===== src/sram_host_consts.svh =====
`ifndef SRAM_HOST_CONSTS_SVH
`define SRAM_HOST_CONSTS_SVH
// ==========================================================
// timing figures in ns and derived cycle counts at 200 MHz
// ==========================================================
`define CLK_PERIOD_NS 5
`define T_RC_NS 45
`define T_PWE_NS 35
`define T_SD_NS 25
`define T_HZWE_NS 18
`define T_LZWE_NS 10
// least times round up to whole cycles
`define CYC_UP(ns) (((ns) + `CLK_PERIOD_NS - 1) / `CLK_PERIOD_NS)
`define RD_CYC `CYC_UP(`T_RC_NS)
`define WR_CYC `CYC_UP(`T_PWE_NS)
`define TURN_CYC `CYC_UP(`T_HZWE_NS)
`define REC_CYC `CYC_UP(`T_LZWE_NS)
// ==========================================================
// pin idle levels
// ==========================================================
`define IDLE_SEL_N 1'b1
`define IDLE_SEL 1'b0
`define IDLE_WE_N 1'b1
`define IDLE_OE_N 1'b1
`define IDLE_BE_N 2'h3
`endif


===== src/sram_host_pkg.sv =====
package sram_host_pkg;
   typedef enum logic [2:0] {
      st_idle = 3'b000,
      st_read = 3'b001,
      st_wr_setup = 3'b010,
      st_write = 3'b011,
      st_recover = 3'b100
   } host_state_e;
   typedef logic [7:0] cyc_cnt_t;
endpackage


===== src/cycle_timer.sv =====
`timescale 1ns/1ps
// ==========================================================
// down counter: load a count, pulse done when it expires
// ==========================================================
module cycle_timer
   import sram_host_pkg::*;
(
   input wire logic clock_i,
   input wire logic sys_rst_i,
   input wire logic load_i,
   input wire cyc_cnt_t count_i,
   output logic done_o
);
   cyc_cnt_t cnt_ff;
   logic run_ff;

   // count loaded value down to one, then flag done
   always_ff @(posedge clock_i) begin
      if (sys_rst_i) begin
         cnt_ff <= 8'h00;
         run_ff <= 1'b0;
      end else if (load_i) begin
         cnt_ff <= count_i;
         run_ff <= 1'b1;
      end else if (run_ff) begin
         cnt_ff <= cnt_ff - 8'h01;
         if (cnt_ff == 8'h01) begin
            run_ff <= 1'b0;
         end
      end
   end

   assign done_o = run_ff && (cnt_ff == 8'h01);
endmodule


===== src/sram_host.sv =====
`timescale 1ns/1ps
`include "sram_host_consts.svh"
module sram_host
   import sram_host_pkg::*;
#(
   parameter int ADDR_W = 19,
   parameter int DATA_W = 16
) (
   input wire logic clock_i,
   input wire logic sys_rst_i,
   input wire logic req_i,
   input wire logic req_write_i,
   input wire logic [1:0] req_be_i,
   input wire logic [ADDR_W-1:0] req_addr_i,
   input wire logic [DATA_W-1:0] req_wdata_i,
   output logic busy_o,
   output logic done_o,
   output logic [DATA_W-1:0] rdata_o,
   output logic [ADDR_W-1:0] addr_o,
   output logic primary_select_n_o,
   output logic secondary_select_o,
   output logic write_n_o,
   output logic out_enable_n_o,
   output logic upper_byte_enable_n_o,
   output logic lower_byte_enable_n_o,
   output logic [DATA_W-1:0] data_out_o,
   output logic data_oe_o,
   input wire logic [DATA_W-1:0] data_i
);
   localparam cyc_cnt_t RD_N = cyc_cnt_t'(`RD_CYC);
   localparam cyc_cnt_t WR_N = cyc_cnt_t'(`WR_CYC);
   localparam cyc_cnt_t TURN_N = cyc_cnt_t'(`TURN_CYC);
   localparam cyc_cnt_t REC_N = cyc_cnt_t'(`REC_CYC);

   host_state_e state_ff;
   logic [DATA_W-1:0] sync1_ff;
   logic [DATA_W-1:0] sync2_ff;
   logic [1:0] be_ff;
   logic timer_load;
   cyc_cnt_t timer_count;
   logic timer_done;

   // keep byte lanes of a read that were not enabled at zero
   function automatic logic [DATA_W-1:0] lane_mask(
      input logic [DATA_W-1:0] d, input logic [1:0] be);
      lane_mask = {be[1] ? d[DATA_W-1:8] : 8'h00,
                   be[0] ? d[7:0] : 8'h00};
   endfunction

   // ==========================================================
   // pin synchroniser for returned data
   // ==========================================================
   always_ff @(posedge clock_i) begin
      sync1_ff <= data_i;
      sync2_ff <= sync1_ff;
   end

   // ==========================================================
   // sequencing
   // ==========================================================
   // timer loads on every phase entry except recovery after a read
   always_comb begin
      timer_load = 1'b0;
      timer_count = RD_N;
      unique case (state_ff)
         st_idle: begin
            timer_load = req_i && (req_be_i != 2'h0);
            timer_count = req_write_i ? TURN_N : RD_N;
         end
         st_wr_setup: begin
            timer_load = timer_done;
            timer_count = WR_N;
         end
         st_write: begin
            timer_load = timer_done;
            timer_count = REC_N;
         end
         st_read, st_recover: begin
            timer_load = 1'b0;
            timer_count = RD_N;
         end
      endcase
   end

   cycle_timer u_timer (
      .clock_i(clock_i),
      .sys_rst_i(sys_rst_i),
      .load_i(timer_load),
      .count_i(timer_count),
      .done_o(timer_done)
   );

   // state and all pin levels move together
   always_ff @(posedge clock_i) begin
      if (sys_rst_i) begin
         state_ff <= st_idle;
         primary_select_n_o <= `IDLE_SEL_N;
         secondary_select_o <= `IDLE_SEL;
         write_n_o <= `IDLE_WE_N;
         out_enable_n_o <= `IDLE_OE_N;
         {upper_byte_enable_n_o, lower_byte_enable_n_o} <= `IDLE_BE_N;
         data_oe_o <= 1'b0;
         data_out_o <= '0;
         addr_o <= '0;
         be_ff <= 2'h0;
      end else begin
         unique case (state_ff)
            st_idle: begin
               // requests with no enabled lane are dropped
               if (req_i && (req_be_i != 2'h0)) begin
                  // address goes out with the selects
                  addr_o <= req_addr_i;
                  be_ff <= req_be_i;
                  primary_select_n_o <= 1'b0;
                  secondary_select_o <= 1'b1;
                  // enables pick the lanes
                  upper_byte_enable_n_o <= ~req_be_i[1];
                  lower_byte_enable_n_o <= ~req_be_i[0];
                  data_out_o <= req_wdata_i;
                  if (req_write_i) begin
                     // output enable high keeps memory off the bus
                     out_enable_n_o <= 1'b1;
                     state_ff <= st_wr_setup;
                  end else begin
                     write_n_o <= 1'b1;
                     out_enable_n_o <= 1'b0;
                     state_ff <= st_read;
                  end
               end
            end
            st_read: begin
               // hold selects steady until data settles
               if (timer_done) begin
                  primary_select_n_o <= 1'b1;
                  secondary_select_o <= 1'b0;
                  out_enable_n_o <= 1'b1;
                  {upper_byte_enable_n_o, lower_byte_enable_n_o} <= `IDLE_BE_N;
                  state_ff <= st_recover;
               end
            end
            st_wr_setup: begin
               // wait out memory turn-off before driving
               if (timer_done) begin
                  write_n_o <= 1'b0;
                  data_oe_o <= 1'b1;
                  state_ff <= st_write;
               end
            end
            st_write: begin
               // strobe rises first and ends the write; data held
               if (timer_done) begin
                  write_n_o <= 1'b1;
                  state_ff <= st_recover;
               end
            end
            st_recover: begin
               data_oe_o <= 1'b0;
               primary_select_n_o <= 1'b1;
               secondary_select_o <= 1'b0;
               {upper_byte_enable_n_o, lower_byte_enable_n_o} <= `IDLE_BE_N;
               if (timer_done || !data_oe_o) begin
                  state_ff <= st_idle;
               end
            end
         endcase
      end
   end

   // ==========================================================
   // answer to the user side
   // ==========================================================
   // data sampled at end of read; sync adds two cycles, covered by t_rc
   always_ff @(posedge clock_i) begin
      if (sys_rst_i) begin
         done_o <= 1'b0;
         rdata_o <= '0;
         busy_o <= 1'b0;
      end else begin
         done_o <= (state_ff == st_read || state_ff == st_write) &&
                   timer_done;
         if (state_ff == st_read && timer_done) begin
            rdata_o <= lane_mask(sync2_ff, be_ff);
         end
         busy_o <= (state_ff != st_idle) || (req_i && req_be_i != 2'h0);
      end
   end
endmodule


===== config.mk =====
export PLATFORM = sky130hd
export DESIGN_NAME = sram_host
export DESIGN_NICKNAME = d
export VERILOG_FILES = /design/src/sram_host_pkg.sv /design/src/cycle_timer.sv /design/src/sram_host.sv
export VERILOG_INCLUDE_DIRS = /design/src
export SDC_FILE = /design/constraint.sdc
export NUM_CORES = 1
export LEC_CHECK = 0
export BUFFER_PORTS_ARGS = -buffer_cell sky130_fd_sc_hd__buf_2
export CORE_ASPECT_RATIO = 1.5
export CORE_UTILIZATION = 40
export DETAILED_ROUTE_END_ITERATION = 16
export PLACE_DENSITY = 0.66
export SLEW_MARGIN = 20
export SYNTH_ARGS = -nofsm -noshare
export SYNTH_HDL_FRONTEND = slang
export SYNTH_SLANG_ARGS = --single-unit

===== constraint.sdc =====
create_clock -name clock_i -period 2.4 [get_ports clock_i]
set_input_delay 0.6 -clock clock_i [delete_from_list [all_inputs] [get_ports clock_i]]
set_output_delay 0.6 -clock clock_i [all_outputs]
set_load 0.03 [all_outputs]

# --- Yosys cells after proc, flatten, opt, wreduce, memory -nomap -nowiden ---
# Index checks and enable logic that the tools add are counted.
word_totals:
  ff_bits: 106
  in_bits: 57
  out_inout_bits: 60
  wordCells: 91
op_classes:
  n_addsub: 1
  eq_ne: 12
  n_mux: 33
  bitwise: 2
  reduce_logical: 25
ops:
  columns: ["operator", "count"]
  rows:
  - ["two-way mux 8 bit", 4]
  - ["case mux 8 bit (4 select lines)", 1]
  - ["case mux 1 bit (3 select lines)", 6]
  - ["two-way mux 1 bit", 13]
  - ["two-way mux 3 bit", 4]
  - ["inequality test 2 bit (second input constant)", 6]
  - ["case mux 3 bit (4 select lines)", 1]
  - ["nonzero test 3 bit", 3]
  - ["== test 8 x 1 -> 1 bit (second input constant)", 1]
  - ["nonzero test 2 bit", 4]
  - ["subtractor 8 x 1 -> 8 bit (second input constant)", 1]
  - ["== test 3 x 2 -> 1 bit (second input constant)", 2]
  - ["AND reduction 3 bit", 2]
  - ["OR reduction 2 bit", 3]
  - ["AND reduction 5 bit", 1]
  - ["logical AND 1 bit", 4]
  - ["two-way mux 4 bit", 1]
  - ["case mux 1 bit (2 select lines)", 2]
  - ["AND reduction 2 bit", 2]
  - ["AND reduction 4 bit", 1]
  - ["== test 3 x 1 -> 1 bit (second input constant)", 1]
  - ["== test 3 bit (second input constant)", 1]
  - ["logical NOT 3 bit", 1]
  - ["logical OR 1 bit", 3]
  - ["other kinds (4)", 5]

# --- Longest topological paths before layout ---
# Gate-level depths: netlist of run 1.
depth:
  ltp_word: 5
  depth_mapped: 7
  ltp_nobuf: 6

# --- Hierarchy ---
# A second synthesis of run 1 with hierarchy kept.
unflattened:
  cells_unflattened: 404
  area_unflattened_um2: 3633.5
by_module_without_submodules:
  columns: ["module", "instances", "cells_each", "area_each_um2", "seq_area_each_um2"]
  rows:
  - ["sram_host", 1, 341, 3115.5, 1941.9]
  - ["cycle_timer", 1, 63, 518.0, 180.2]

# --- Worst setup path before layout of run 1 ---
# OpenSTA, ideal clock, no wires.
synth_timing:
  path_type: "reg2reg"
  start: "reg u_timer.cnt_ff[1]"
  end: "reg state_ff[1]"
  setup_time_ns: 0.123
  t_arrival_ns: 1.607
  t_required_ns: 2.277
  slack_ns: 0.670
  stages_incl_launch_ff: 7
  n_path_buf: 0
  period_less_slack_ns: 1.730
  cell_sequence: "dfxtp_1 inv_1 ha_1 nand4bb_1 nor2_1 o311ai_1 mux2_1"
synth_via:
  elab_chain_len: 5
  word_cells_on_any_way: 7
  classes_between: "eq/ne: 4; reduce/logical: 3"
synth_lines:
  columns: ["element", "line", "source"]
  rows:
  - ["start, declared", "cycle_timer.sv:14", "cyc_cnt_t cnt_ff;"]
  - ["start signal, assigned", "cycle_timer.sv:23", "cnt_ff <= count_i;"]
  - ["start signal, assigned", "cycle_timer.sv:26", "cnt_ff <= cnt_ff - 8'h01;"]
  - ["== test 8 x 1 -> 1 bit (*)", "cycle_timer.sv:33", "assign done_o = run_ff && (cnt_ff == 8'h01);"]
  - ["logical AND 1 bit (*)", "cycle_timer.sv:33", null]
  - ["logical OR 1 bit", "sram_host.sv:161", "if (timer_done || !data_oe_o) begin"]
  - ["inequality test 2 bit (no line)", null, null]
  - ["AND reduction 4 bit (no line) (*)", null, null]
  - ["end signal, assigned", "sram_host.sv:146", "state_ff <= st_write;"]
  - ["end signal, assigned", "sram_host.sv:153", "state_ff <= st_recover;"]
  - ["end signal, assigned", "sram_host.sv:162", "state_ff <= st_idle;"]
  - ["end, declared", "sram_host.sv:35", "host_state_e state_ff;"]
# Mark *: on every way between the ends. The rest lies on a longest branch, timed or not.
# A chain may end at the register's enable or synchronous reset.

# --- Worst setup path in the final report of run 1 ---
layout_timing:
  start: "reg u_timer.cnt_ff[2]"
  end: "reg u_timer.cnt_ff[2]"
layout_via:
  elab_chain_len: 4
  word_cells_on_any_way: 7
  classes_between: "add/sub: 1; eq/ne: 1; mux: 3; reduce/logical: 2"
layout_lines:
  columns: ["element"]
  rows:
  - ["branches (longest 4 deep; another with subtractor 8 x 1 -> 8 bit)"]
# Several ways; the timed one is not identified. The select of a mux whose other input is x is not followed.

==> run metrics, run 1 <==
status finished clean; hold_buf cts 0; post-synthesis cell count 363; CORE AREA 8516 um2; largest family of logic cells by synthesized area compound AO/OA/AOI/OAI gates; cell family contributing the most delay on the critical path simple AND/OR/NAND/NOR gates; # DRC 0; skew final 0.005336 ns; Die ar. 9240 um2; Mean Syn Cell Area 9.755 um2; TritonCTS clock tree yes; GPL Wtd Cong 0.8670; NumNets Final 534; Clock Sinks 106; fin util 53.35%; fraction of the mapped netlist area in adder cells 0.7067%; DR vias/cell 5.058; Startpoint Class register; Rel. slew slack 45.24%; top-count cell post-synth dfxtp_1; Clk Latency, worst-skew pair 0.34 ns; CTS Root Cell clkbuf_16; dpl cells 571; I/O pin count 117; vias in the first global route 2770; P&R area growth vs syn 28.30%; power share of the clock group 29.9%; predominant post-synthesis flop cell dfxtp_1; total CTS buffers 9; post-synth top area share 59.93%; Synth area leader dfxtp_1; Post-synth EDFFs 0; final WL 8090 um; post_cts resized 0; ANT cells 0; total track usage 18.13%; CP cell instances nor4_2 -> nand3_1 -> nand2_1 -> mux2_2; Commonest cells post-synth dfxtp_1 (106), nand2_1 (83), a21oi_1 (48); Cell variety after synth 51; multi-input logic area 1308 um2; Reg area 2122 um2; Max Cap Violations 0; register area share after synthesis 59.93%; Critical Path RT 2.63 ns; sequential power share 42.6%; Synth area leaders dfxtp_1 (60%), nand2_1 (8.8%), a21oi_1 (6.8%); ys async rst share 0%; H-Tree Depth 3; Hold Path Class register to register; YS warnings 0; Worst Tran Pin Value 0.8215 ns; Net Sw Frac 34.37%; final std cells w/o fill 587; critical-path maximum fanout 9; global route total overflow 0; Place WS 0.4265 ns; Pint 3.355 mW; Post-Syn Nets 422; Tmin final 1.996 ns; pin count of the biggest net entering global routing 32; Mapped Area 3541 um2; CP max stage delay 0.56 ns; Synth Area in XOR/XNOR 1.237%; Pleak 2.016 nW; Fin Setup TNS 0 ns; post-synthesis mux area share 0.6360%; VDD IR max 0.0004906 V; crit path kind register to register; Buf/Inv on CP 0; Starting Density 41.58%; Chip Width 78.82 um; Rows 41; layout cell share with drive strength beyond 1 30.63%; worst-case clock buffer depth 2; PwrDens 1125 nW/um2; first-pass GRT wire length 12900 um; Slew Limit Fails 0; min setup slack post-route 0.4042 ns; initial antenna violation count 0; RSZ-0062 raised after global routing false; post-DP HPWL 5785 um; remaining antenna violation count 0; post-synthesis simple-gate area fraction 16.22%; register bit total from synthesis 106; postcts setup bufs 0; Slowest cell on crit path nor4_2; first-pass detailed-route iteration total 4; net switching power 1.757 mW; wire length per cell 13.78 um; WP data arrival 2.23 ns; Max Clk Rate 501.1 MHz; I/O Buffers 116; die height 117.2 um; Hold Vio Cnt, Final 0; total power 5.112 mW; Worst setup EP type register; combinational group share of total power 27.5%; drt initial violations 127; vias 2969; final worst-path cycle share 83.16%; Worst-path clk slew 0.07 ns; FILL cells 824; final setup violation count 0; Synth Area in Compound Gates 18.13%
[cell type report]
type	count	share of cell area, %
inverters	5	0.4131
repair buffers	122	14.05
clock inverters	6	1.845
flip-flops and latches	106	46.71
well taps	107	2.947
multi-input cells	231	28.78
clock buffers	10	5.260
[metal layers]
metal / global-route usage, % / part of all wire (%) / up-vias
li1: - / - / 1485
met1: 20.48 / 40 / 1351
met5: 0 / 0 / -
met2: 30.96 / 52 / 113
met3: 4.884 / 5.9 / 20
met4: 10.06 / 2.5 / 0
[final timing paths]
path / slack, ns / from / to / cells past startpoint
max: 0.40 / u_timer.cnt_ff[2] / u_timer.cnt_ff[2] / 4
min: 0.33 / sync1_ff[11] / sync2_ff[11] / 0
max reg2reg: 0.40 / u_timer.cnt_ff[2] / u_timer.cnt_ff[2] / 4
min reg2reg: 0.33 / sync1_ff[11] / sync2_ff[11] / 0
[metrics by stage]
step | hold slack (ns) | area [um2]
6_report | 0.3290 | 4543
5_1_grt | 0.3363 | 4543
4_1_cts | 0.3296 | 4543
3_5_place_dp | 0.3121 | 4220
3_3_place_gp | 0.3109 | 4220
2_1_floorplan | 0.3096 | 3541
[state kept, by name (all words and copies together) (netlist names), 2 cells and up]
signal          cells
addr_o             19
sync2_ff           16
rdata_o            16
be_ff               2
state_ff            3
u_timer.cnt_ff      8
data_out_o         16
sync1_ff           16
[cells by family after synthesis]
logic type                 Yosys count
DFF                                106
and+or+nand+nor                    124
xor gates and xnor gates             5
buffers and inverters               26
AOI/OAI and AO/OA                   98
muxes                                2
adders and majority gates            2
[cells in the final DEF (no fill, tap or decap), drive strengths merged, types with 2 or more instances in the layout]
cell type	instances
a311oi	2
inv	8
a21oi	49
o31ai	2
nor2b	2
xnor2	4
o21a	2
nand2b	4
clkinv	2
o21ai	9
o211ai	4
nand2	83
mux2	2
o311ai	2
and2	4
a22o	16
ha	2
and3	2
clkbuf	10
or4	4
nand3	3
nor2	11
nor3	6
dfxtp	106
buf	122
a2bb2oi	2
[power by group through the flow]
| stage | Combinational (mW) | Sequential (mW) | Clock, mW |
|---|---|---|---|
| after floorplan | 0.772 | 2.42 | 0 |
| after global placement | 1.37 | 2.21 | 0 |
| after detailed placement | 1.40 | 2.21 | 0 |
| after CTS | 1.41 | 2.18 | 1.57 |
| after global routing | 1.55 | 2.21 | 1.65 |
| final | 1.41 | 2.18 | 1.53 |
(Power assumes the default switching activity.)
==> run 2, diff against run 1 <==
--- a/config.mk
+++ b/config.mk
@@ -10,7 +10,7 @@
 export CORE_ASPECT_RATIO = 1.5
 export CORE_UTILIZATION = 40
 export DETAILED_ROUTE_END_ITERATION = 16
-export PLACE_DENSITY = 0.66
+export PLACE_DENSITY = 0.68
 export SLEW_MARGIN = 20
 export SYNTH_ARGS = -nofsm -noshare
 export SYNTH_HDL_FRONTEND = slang
==> constraint.sdc (replaced) <==
create_clock -name clock_i -period 1.8 [get_ports clock_i]
set_input_delay 0.45 -clock clock_i [delete_from_list [all_inputs] [get_ports clock_i]]
set_output_delay 0.45 -clock clock_i [all_outputs]
set_load 0.03 [all_outputs]
==> run 2 against run 1 <==
Against the previous run: setup slack worse by 0.38 ns; sequential share of layout area is 1.5 points lower; first-iteration DRC count is 26% lower; power is 38% higher; largest power group unchanged; global-route usage is 0.36 points higher; highest routed layer unchanged; critical endpoint is now rdata_o[13]; worst hold slack worse by 0.12 ns.
==> run metrics, run 2 (synthesized netlist as in run 1, its figures left out) <==
number of flip-flops in the largest register 19 (unchanged); Hold Crit Start data_i[6] (was sync1_ff[11]); layout cell share with drive strength beyond 1 34.00% (was 30.63%); Rows 41 (unchanged); net switching power 2.409 mW (was 1.757 mW); pin count of the biggest net entering global routing 31 (was 32); total power 7.045 mW (was 5.112 mW); total track usage 18.49% (was 18.13%); Chip Width 78.82 um (unchanged); Die ar. 9240 um2 (unchanged); critical-path maximum fanout 8 (was 9); commonest non-fill, non-tap cell in the layout buf_2 (unchanged); Max Clk Rate 564.1 MHz (was 501.1 MHz); power share of the clock group 28.8% (was 29.9%); global route total overflow 0 (unchanged); Pint 4.636 mW (was 3.355 mW); Tmin final 1.773 ns (was 1.996 ns); P&R area growth vs syn 32.72% (was 28.30%); Startpoint Class register (unchanged); Critical Path RT 2.08 ns (was 2.63 ns); Worst Tran Pin Value 0.6437 ns (was 0.8215 ns); NumNets Final 551 (was 534); status finished clean (unchanged); DR vias/cell 5.071 (was 5.058); DP Area 4328 um2 (was 4220 um2); worst-case clock buffer depth 2 (unchanged); initial antenna violation count 0 (unchanged); final WL 8433 um (was 8090 um); first-pass detailed-route iteration total 4 (unchanged); H-Tree Depth 3 (unchanged); TritonCTS clock tree yes (unchanged); WP data arrival 2.06 ns (was 2.23 ns); total CTS buffers 9 (unchanged); most frequent cells in the layout buf_2 (116), dfxtp_1 (105), nand2_1 (83) (was buf_2 (116), dfxtp_1 (106), nand2_1 (83)); Hold Vio Cnt, Final 0 (unchanged); Slew Limit Fails 0 (unchanged); fin util 55.19% (was 53.35%); wire length per cell 13.96 um (was 13.78 um); post-route cell area 4700 um2 (was 4543 um2); Reg-to-Reg Start u_timer.cnt_ff[2] (unchanged); final setup violation count 0 (unchanged); Net Sw Frac 34.19% (was 34.37%); drt initial violations 94 (was 127); # DRC 0 (unchanged); final worst-path cycle share 98.49% (was 83.16%); ANT cells 0 (unchanged); GPL Wtd Cong 0.8636 (was 0.8670); I/O pin count 117 (unchanged); I/O Buffers 116 (unchanged); VDD IR max 0.0008449 V (was 0.0004906 V); Max Cap Violations 0 (unchanged); hold_buf cts 0 (unchanged); Worst setup EP type register (unchanged); Clock Sinks 106 (unchanged); PwrDens 1499 nW/um2 (was 1125 nW/um2); first-pass GRT wire length 13260 um (was 12900 um); Starting Density 41.58% (unchanged); FILL cells 807 (was 824); CORE AREA 8516 um2 (unchanged); Rel. slew slack 56.93% (was 45.24%); Worst-path clk slew 0.07 ns (about the same); CTS Root Cell clkbuf_16 (unchanged); combinational group share of total power 30.6% (was 27.5%); Hold Path Class input pin to register (was register to register); crit path kind register to register (unchanged); Clk Latency, worst-skew pair 0.34 ns (about the same); die height 117.2 um (unchanged); origin of the worst setup path u_timer.cnt_ff[2] (unchanged); Pleak 2.103 nW (was 2.016 nW); post-DP HPWL 6117 um (was 5785 um); sequential power share 40.6% (was 42.6%); vias 3063 (was 2969); Largest Register addr_o (unchanged); vias in the first global route 3025 (was 2770); skew final 0.004717 ns (was 0.005336 ns); remaining antenna violation count 0 (unchanged)
## run 2: worst paths after layout
kind              slack, ns  depth (start not counted)            to
setup / recovery       0.03                          4   rdata_o[13]
hold / removal         0.21                          1   sync1_ff[6]
setup reg to reg       0.03                          4   rdata_o[13]
hold reg to reg        0.33                          0  sync2_ff[10]
## run 2: what timing repair did
action	in CTS	in global routing
pin swaps	0	2
gates resized for setup	1	9
setup endpoints to repair	17	33
setup buffers	0	1
## run 2: layout make-up
class	instances	area (um2)	area share, %
sequential	106	2123	45.18
multi-input combinational	231	1351	28.75
clock buffer	10	239.0	5.085
clock inverter	6	80.08	1.704
timing repair buffer	139	753.2	16.03
tap	107	133.9	2.849
inverter	5	18.77	0.3994
## run 2: worst max-delay path, cell delays in order, from the launching register on
cell	delay [ns]
dfxtp_1	0.32
or4_4	0.59
nor3_4	0.26
and3_1	0.37
a22o_1	0.19
## run 2: per-stage QoR
stage / TNS (ns) / hold WS [ns] / instances / worst slack [ns]
final: 0 / 0.2054 / 604 / 0.02727
after CTS: 0 / 0.1977 / 603 / 0.02194
after detailed placement: -1.163 / 0.3121 / 587 / -0.1032
after global routing: -0.04128 / 0.1924 / 604 / -0.02108
after floorplan: 0 / 0.3096 / 363 / 0.06958
after global placement: -0.01522 / 0.3099 / 587 / -0.01522
## run 2: power by group through the flow
stage	Clock (mW)	Sequential, mW	Combinational, mW
global placement	0	2.88	2.04
detailed placement	0	2.89	2.09
CTS	2.08	2.84	2.10
floorplan	0	3.23	1.03
global route	2.16	2.90	2.35
finish	2.03	2.86	2.16
## run 2: layer usage
| metal | vias up | global-route usage [%] | share of wire (%) |
|---|---|---|---|
| li1 | 1514 | - | - |
| met1 | 1445 | 20.11 | 39 |
| met2 | 91 | 33.51 | 53 |
| met3 | 13 | 4.729 | 5.4 |
| met4 | 0 | 8.606 | 2.1 |
| met5 | - | 0 | 0 |
